--- src/design/i2sap_defines.vh ---
/*
 * constants for the stereo serial audio transmit port
 * assumes the core clock runs at 40 MHz
 */
`ifndef I2SAP_DEFINES_VH
`define I2SAP_DEFINES_VH

// ************************************************
// word and frame layout, core clock rate
// ************************************************
`define I2SAP_WORD_BITS 16
`define I2SAP_FRAME_BITS 32
`define I2SAP_FRAME_RATE_HZ 48000
`define I2SAP_CLK_HZ 40000000

// ************************************************
// fractional divider defaults and slave bit clock limit
// ************************************************
// half bit clock = 3.072 MHz toggle rate; n/m = 3072000/40000000 = 48/625
`define I2SAP_DIV_N 16'h0030
`define I2SAP_DIV_M 16'h0271
`define I2SAP_SLAVE_MAX_SCK_HZ 3072000

`endif

--- src/design/i2sap_buf2.v ---
/*
 * two-entry buffer with valid/ready on both sides
 * assumes source and sink share the one clock
 */
`timescale 1ns/10ps
`include "i2sap_defines.vh"

module i2sap_buf2 #(
    parameter WIDTH = 32
) (
    input wire clock, // core clock
    input wire rst, // sync reset, high
    input wire [WIDTH-1:0] in_data, // word in
    input wire in_valid, // word in valid
    output wire in_ready, // room for a word
    output wire [WIDTH-1:0] out_data, // oldest word
    output wire out_valid, // word available
    input wire out_ready // sink takes word
);

    reg [WIDTH-1:0] mem [0:1];
    reg rd_ptr;
    reg wr_ptr;
    reg [1:0] count;
    wire push;
    wire pop;

    assign in_ready = (count != 2'h2);
    assign out_valid = (count != 2'h0);
    assign out_data = mem[rd_ptr];
    assign push = in_valid & in_ready;
    assign pop = out_valid & out_ready;

    always @(posedge clock) begin
        if (rst) begin
            rd_ptr <= 1'b0;
            wr_ptr <= 1'b0;
            count <= 2'h0;
        end else begin
            if (push) begin
                wr_ptr <= ~wr_ptr;
            end
            if (pop) begin
                rd_ptr <= ~rd_ptr;
            end
            if (push & ~pop) begin
                count <= count + 2'h1;
            end else if (pop & ~push) begin
                count <= count - 2'h1;
            end
        end
    end

    always @(posedge clock) begin
        if (push) begin
            mem[wr_ptr] <= in_data;
        end
    end

endmodule

--- src/design/i2sap_port.v ---
/*
 * stereo serial audio transmit port, master or slave clocking
 * assumes stereo samples arrive on the core clock with valid/ready;
 * pads of bit clock and word select are resolved outside from the enables
 */
// What this block does
// - selectable master or slave, one port
// - master drives clocks; data always driven
// - 16-bit words, msb first, standard alignment
// - msb one bit after select edge, falling
// - left while select low, right high
// - master: 48 kHz frames at the default n/m, 32 bits each
// - master bit clock from n/m divider
`timescale 1ns/10ps
`include "i2sap_defines.vh"

module i2sap_port #(
    parameter WORD_BITS = `I2SAP_WORD_BITS,
    parameter [15:0] DIV_N = `I2SAP_DIV_N,
    parameter [15:0] DIV_M = `I2SAP_DIV_M
) (
    input wire clock, // core clock 40 MHz
    input wire rst, // sync reset, high
    input wire master_mode, // 1 master, 0 slave
    input wire [15:0] div_n, // divider numerator
    input wire [15:0] div_m, // divider denominator
    input wire [2*WORD_BITS-1:0] sample_data, // {left, right}
    input wire sample_valid, // sample offered
    output reg sample_ready, // sample taken
    input wire sck_in, // bit clock pad in
    output reg sck_out, // bit clock pad out
    output reg sck_oe, // bit clock drive enable
    input wire ws_in, // word select pad in
    output reg ws_out, // word select pad out
    output reg ws_oe, // word select drive enable
    output reg sdo, // serial data out
    output reg underrun // last frame had no sample
);

    // ************************************************
    // buffer in the sample path
    // ************************************************
    wire [2*WORD_BITS-1:0] buf_data;
    wire buf_valid;
    wire buf_in_ready;
    reg buf_pop;

    i2sap_buf2 #(
        .WIDTH(2*WORD_BITS)
    ) u_buf (
        .clock(clock),
        .rst(rst),
        .in_data(sample_data),
        .in_valid(sample_valid),
        .in_ready(buf_in_ready),
        .out_data(buf_data),
        .out_valid(buf_valid),
        .out_ready(buf_pop)
    );

    // registered ready lags a cycle, so it is only a hint
    always @(posedge clock) begin
        if (rst) begin
            sample_ready <= 1'b0;
        end else begin
            sample_ready <= sample_valid & buf_in_ready;
        end
    end

    // ************************************************
    // fractional divider, master bit clock
    // ************************************************
    // n must be nonzero and below m, or the bit clock stops or saturates
    reg [16:0] acc;
    reg tick;
    wire [16:0] acc_sum;
    // zero denominator would lock the divider; fall back to defaults
    wire [15:0] use_n = (div_m == 16'h0000) ? DIV_N : div_n;
    wire [15:0] use_m = (div_m == 16'h0000) ? DIV_M : div_m;
    assign acc_sum = acc + {1'b0, use_n};

    always @(posedge clock) begin
        if (rst) begin
            acc <= 17'h00000;
            tick <= 1'b0;
        end else if (acc_sum >= {1'b0, use_m}) begin
            acc <= acc_sum - {1'b0, use_m};
            tick <= 1'b1;
        end else begin
            acc <= acc_sum;
            tick <= 1'b0;
        end
    end

    // ************************************************
    // slave pin synchronisers, three stages
    // ************************************************
    // sync plus edge detect cost about four core cycles, so a slave
    // bit clock must stay well under an eighth of the core clock
    reg [2:0] sck_sync;
    reg [2:0] ws_sync;
    reg sck_state;
    reg ws_state;

    always @(posedge clock) begin
        if (rst) begin
            sck_sync <= 3'h0;
            ws_sync <= 3'h0;
            sck_state <= 1'b0;
            ws_state <= 1'b0;
        end else begin
            sck_sync <= {sck_sync[1:0], sck_in};
            ws_sync <= {ws_sync[1:0], ws_in};
            if (sck_sync[1] == sck_sync[2]) begin
                sck_state <= sck_sync[2];
            end
            if (ws_sync[1] == ws_sync[2]) begin
                ws_state <= ws_sync[2];
            end
        end
    end

    // ************************************************
    // bit clock edges for either mode
    // ************************************************
    reg sck_state_d;
    wire slv_fall = sck_state_d & ~sck_state;
    wire mst_fall = master_mode & tick & sck_out;
    wire fall = master_mode ? mst_fall : slv_fall;
    reg [4:0] bit_cnt;
    reg ws_prev;
    reg [WORD_BITS-1:0] shreg;
    reg [WORD_BITS-1:0] right_hold;
    reg start_pend;

    always @(posedge clock) begin
        if (rst) begin
            sck_state_d <= 1'b0;
            sck_out <= 1'b0;
            sck_oe <= 1'b0;
            ws_oe <= 1'b0;
        end else begin
            sck_state_d <= sck_state;
            sck_oe <= master_mode;
            ws_oe <= master_mode;
            if (master_mode & tick) begin
                sck_out <= ~sck_out;
            end else if (~master_mode) begin
                sck_out <= 1'b0;
            end
        end
    end

    // ************************************************
    // frame sequencing and shifting
    // ************************************************
    // ws in slave mode is sampled at the falling edge of the bit clock;
    // a change seen there is the select edge, data msb follows next fall
    // master looks at the select value this fall produces, not the old one;
    // waiting for the registered value would put the msb a bit late
    wire next_ws_out;
    assign next_ws_out = (bit_cnt == 5'h0f) ? 1'b1 : ((bit_cnt == 5'h1f) ? 1'b0 : ws_out);
    wire ws_now = master_mode ? next_ws_out : ws_state;
    wire [WORD_BITS-1:0] zero_word = {WORD_BITS{1'b0}};

    always @(posedge clock) begin
        if (rst) begin
            bit_cnt <= 5'h00;
            ws_out <= 1'b0;
            ws_prev <= 1'b0;
            shreg <= zero_word;
            right_hold <= zero_word;
            start_pend <= 1'b0;
            sdo <= 1'b0;
            buf_pop <= 1'b0;
            underrun <= 1'b0;
        end else begin
            buf_pop <= 1'b0;
            if (fall) begin
                if (master_mode) begin
                    bit_cnt <= bit_cnt + 5'h01;
                    if (bit_cnt == 5'h0f) begin
                        ws_out <= 1'b1;
                    end else if (bit_cnt == 5'h1f) begin
                        ws_out <= 1'b0;
                    end
                end
                ws_prev <= ws_now;
                if (start_pend) begin
                    start_pend <= 1'b0;
                    sdo <= shreg[WORD_BITS-1];
                    shreg <= {shreg[WORD_BITS-2:0], 1'b0};
                end else begin
                    sdo <= shreg[WORD_BITS-1];
                    shreg <= {shreg[WORD_BITS-2:0], 1'b0};
                end
                if (ws_now != ws_prev) begin
                    start_pend <= 1'b1;
                    if (~ws_now) begin
                        // left word: fetch a fresh stereo sample
                        if (buf_valid) begin
                            shreg <= buf_data[2*WORD_BITS-1:WORD_BITS];
                            right_hold <= buf_data[WORD_BITS-1:0];
                            buf_pop <= 1'b1;
                            underrun <= 1'b0;
                        end else begin
                            shreg <= zero_word;
                            right_hold <= zero_word;
                            underrun <= 1'b1;
                        end
                    end else begin
                        shreg <= right_hold;
                    end
                end
            end
        end
    end

endmodule

--- config.mk ---
export PLATFORM = sky130hd
export DESIGN_NAME = i2sap_port
export DESIGN_NICKNAME = d
export VERILOG_FILES = /design/src/design/i2sap_buf2.v /design/src/design/i2sap_port.v
export VERILOG_INCLUDE_DIRS = /design/src /design/src/design
export SDC_FILE = /design/constraint.sdc
export NUM_CORES = 1
export LEC_CHECK = 0
export BUFFER_PORTS_ARGS = -buffer_cell sky130_fd_sc_hd__buf_2
export CAP_MARGIN = 0
export CORE_ASPECT_RATIO = 0.7
export CORE_MARGIN = 1.5
export CORE_UTILIZATION = 40
export CTS_BUF_LIST = sky130_fd_sc_hd__clkbuf_16
export DETAILED_ROUTE_END_ITERATION = 8
export PLACE_DENSITY = 0.55
export RECOVER_POWER = 25
export SLEW_MARGIN = 20
export SYNTH_ARGS = -nofsm -noshare
export SYNTH_HDL_FRONTEND = slang
export SYNTH_SLANG_ARGS = --single-unit
--- constraint.sdc ---
create_clock -name clock -period 8.6 [get_ports clock]
set_input_delay 1.72 -clock clock [delete_from_list [all_inputs] [get_ports clock]]
set_output_delay 1.72 -clock clock [all_outputs]
set_load 0.02 [all_outputs]
==> metrics.yaml <==
outcome:
  status: "completed"
drt:
  wl_met3_um: 542
  vias_per_cell: 5.27
  dr.pass1.iters: 5
  highest_layer: "met4"
  vias: 5093
  drt-initial-drc-count: 316
  avgRoutedWirePerCell_um: 16.1
  drt-total-wl_mm: 15.5
  drc: 0
  postRouteAntennaNets: 0
  met1Wirelength_mm: 8.12
  wl_met2_mm: 6.79
clocking:
  cts_max_level: 4
  cts-hold-fix-buffers: 0
  cts.sinks: 141
  cts_max_path_buffers: 2
  insertion_delay_ns: 0.41
  cts-resized-gates: 0
  clkTransAtPathRegs_ns: 0.06
  cts_tree: "yes"
  cts_setup_buffers: 0
  cts_root_buf: "clkbuf_16"
  numCtsBuffers: 17
sta:
  finalHoldViolCount: 0
  max_slew_margin_pct: 31.9
  fmaxAchievable_mhz: 142
  grt_setup_unrepaired: "false"
  fin_crit_sh_pct: 81.9
  finalSetupViolCount: 0
  fin_crit_ns: 7.05
  setup_tns_ns: 0
  tightest_slew_ns: 1.02
  slew_viol_final: 0
  fin_skew_ns: 0.0109
logic_synthesis:
  synth_cell_types: 67
  synth_top_area_share_pct: 27.4
  synth.most_common_cell: "dfxtp_1"
  synth_top_cell_by_area: "edfxtp_1"
  synth.avg_cell_area_um2: 10.7
  syn_area_um2: 7010
  synth-async-reset-ratio_pct: 0
  synthCells: 654
  synth-edff-count: 64
  yosys-top-cells-area: "edfxtp_1 (27%), dfxtp_1 (22%), mux2i_1 (6.3%)"
  ys.flop_type: "dfxtp_1"
  syn_nets: 760
  synth_commonest_cells: "dfxtp_1 (77), edfxtp_1 (64), nor2_1 (61)"
  seq_area_frac_synth_pct: 49.4
  synth_warnings: 0
  ys_ff_latch: 141
setup_path:
  worstPathArrival_ns: 7.34
  path_delay_family: "simple AND/OR/NAND/NOR gates"
  cpPeakStageDelay_ns: 0.78
  path_max_fanout: 22
  cpMostUsedCell: "a21oi_1"
  path_buf_inv: 1
  worstPathRequired_ns: 8.90
  slowest_stage: "nand4_1"
  critical_path.cell_chain: "buf_2, nor4_1, nand4_1, and2_1, ha_1, fa_1, a211oi_2, o21ai_1, a21oi_1, xnor2_1, ha_1, a21oi_1, o21ai_0, a21oi_1, a31o_2, nand4b_4, and3_1, a22o_1"
  startpoint_type: "input port"
  critPathKind: "input port to register"
  crit_path_end_kind: "register"
power_and_ir_drop:
  p_leak_nw: 3.18
  ir_drop_uv: 167
  pwr_density_cell_nw_per_um2: 334
  p_sw_w: 0.00101
  p_seq_share_pct: 29.9
  comb_power_share_pct: 43.1
  power.internal_w: 0.00170
  power_frac_clock_pct: 27.0
  sw_frac_of_total_pct: 37.2
cells_and_area:
  layout-drive-gt1-share_pct: 19.3
  fin_area_um2: 8110
  finalNonFillerCells: 967
  syn2layout_area_growth_pct: 15.8
  fill_cells: 1576
  nets: 829
  diodes: 0
global_route:
  overflow: 0
  grt_pass1_wl_mm: 25.4
  grt_max_degree: 46
  grt_pass1_vias: 5025
  antenna_found_initial: 0
  grt.total_usage_pct: 17.7
floorplanning:
  core_area_um2: 17200
  dieArea_um2: 18300
  pin_count: 77
  rows: 40
  die_x_um: 161
  die_h_um: 114
  initial_core_util_pct: 40.8
place:
  placed_cells: 935
  dpl.hpwl_mm: 11.2
  portBuffers: 76
  place_congestion: 0.814
  placed_area_um2: 7530
run:
  cap_viol_max_count: 0
min_path:
  hp-class: "register to register"
-- logic make-up (layout without fill, tap and decap cells) --
group / after synthesis / after routing / share of synthesized area (%)
AND/OR/NAND/NOR: 187 / 187 / 13.4
AO/OA/AOI/OAI: 158 / 158 / 15.9
flip-flops: 141 / 141 / 49.4
buffers and inverters: 55 / 137 / 4.02
multiplexers: 44 / 44 / 6.29
adder cells (fa/ha/maj): 36 / 36 / 6.64
XOR/XNOR: 33 / 33 / 4.23
-- sequential cells by signal, indices dropped and copies added (netlist names), 2 cells and up, named ones only --
register / count
bit_cnt: 5
sck_sync: 3
u_buf.mem: 64
u_buf.count: 2
right_hold: 16
acc: 17
ws_sync: 3
shreg: 16
-- power groups by stage --
stage | clock (W) | combinational [W] | sequential, W
CTS | 0.000745 | 0.00117 | 0.000812
global placement | 0 | 0.00115 | 0.000825
floorplan | 0 | 0.000973 | 0.000819
global route | 0.000775 | 0.00132 | 0.000817
detailed placement | 0 | 0.00116 | 0.000827
finish | 0.000731 | 0.00117 | 0.000811
-- cell usage in the layout, fill, tap and decap left out, types with 3 or more instances in the layout --
cell        n
or2_2       3
mux2i_1    44
o21ai_0    30
nand4_1     3
nor2b_1    14
xnor2_1    17
o211ai_1    3
a31oi_1     3
nor2_1     59
a221o_1    15
nand2_1    41
and2_1     16
dfxtp_1    76
a21o_1      6
o21ai_1    11
ha_1       34
clkbuf_1   10
nor3_1      8
edfxtp_1   64
nand2b_1    7
inv_6       5
nor4_1      5
o21a_1      9
inv_1      24
inv_8       4
nor2_2      4
xor2_1     15
or3_1       5
o221a_2    15
clkbuf_16  17
buf_2      66
buf_4       4
a211oi_1    8
a21oi_1    38
nand3_1    10
-- layout make-up --
| class | count | area [um2] | area share (%) |
|---|---|---|---|
| clock buffer | 17 | 425 | 5.24 |
| clock inverter | 15 | 168 | 2.07 |
| inverter | 25 | 93.8 | 1.16 |
| multi-input combinational | 458 | 3270 | 40.4 |
| sequential | 141 | 3460 | 42.7 |
| tap | 231 | 289 | 3.56 |
| timing repair buffer | 80 | 398 | 4.91 |
-- stage by stage --
stage	power [W]	hold slack, ns	utilization [%]	worst slack, ns
finish	0.00271	0.448	47.3	1.55
floorplan	0.00179	0.414	-	3.02
CTS	0.00273	0.456	47.3	1.55
global placement	0.00197	0.428	43.9	1.28
global route	0.00291	0.460	47.3	1.07
detailed placement	0.00199	0.433	43.9	1.12
-- metal layers --
metal / GRT usage (%) / up-vias
met5: 0 / -
met4: 4.57 / 0
met3: 3.75 / 7
met2: 26.7 / 95
met1: 25.7 / 2466
li1: - / 2525
-- worst paths after layout --
check / cells past startpoint / slack, ns / to / from
max: 18 / 1.55 / acc[15] / div_m[11]
min: 1 / 0.45 / sck_sync[1] / sck_sync[0]
max reg2reg: 14 / 4.48 / acc[15] / acc[0]
min reg2reg: 1 / 0.45 / sck_sync[1] / sck_sync[0]
Power figures use the tool's default switching activity.
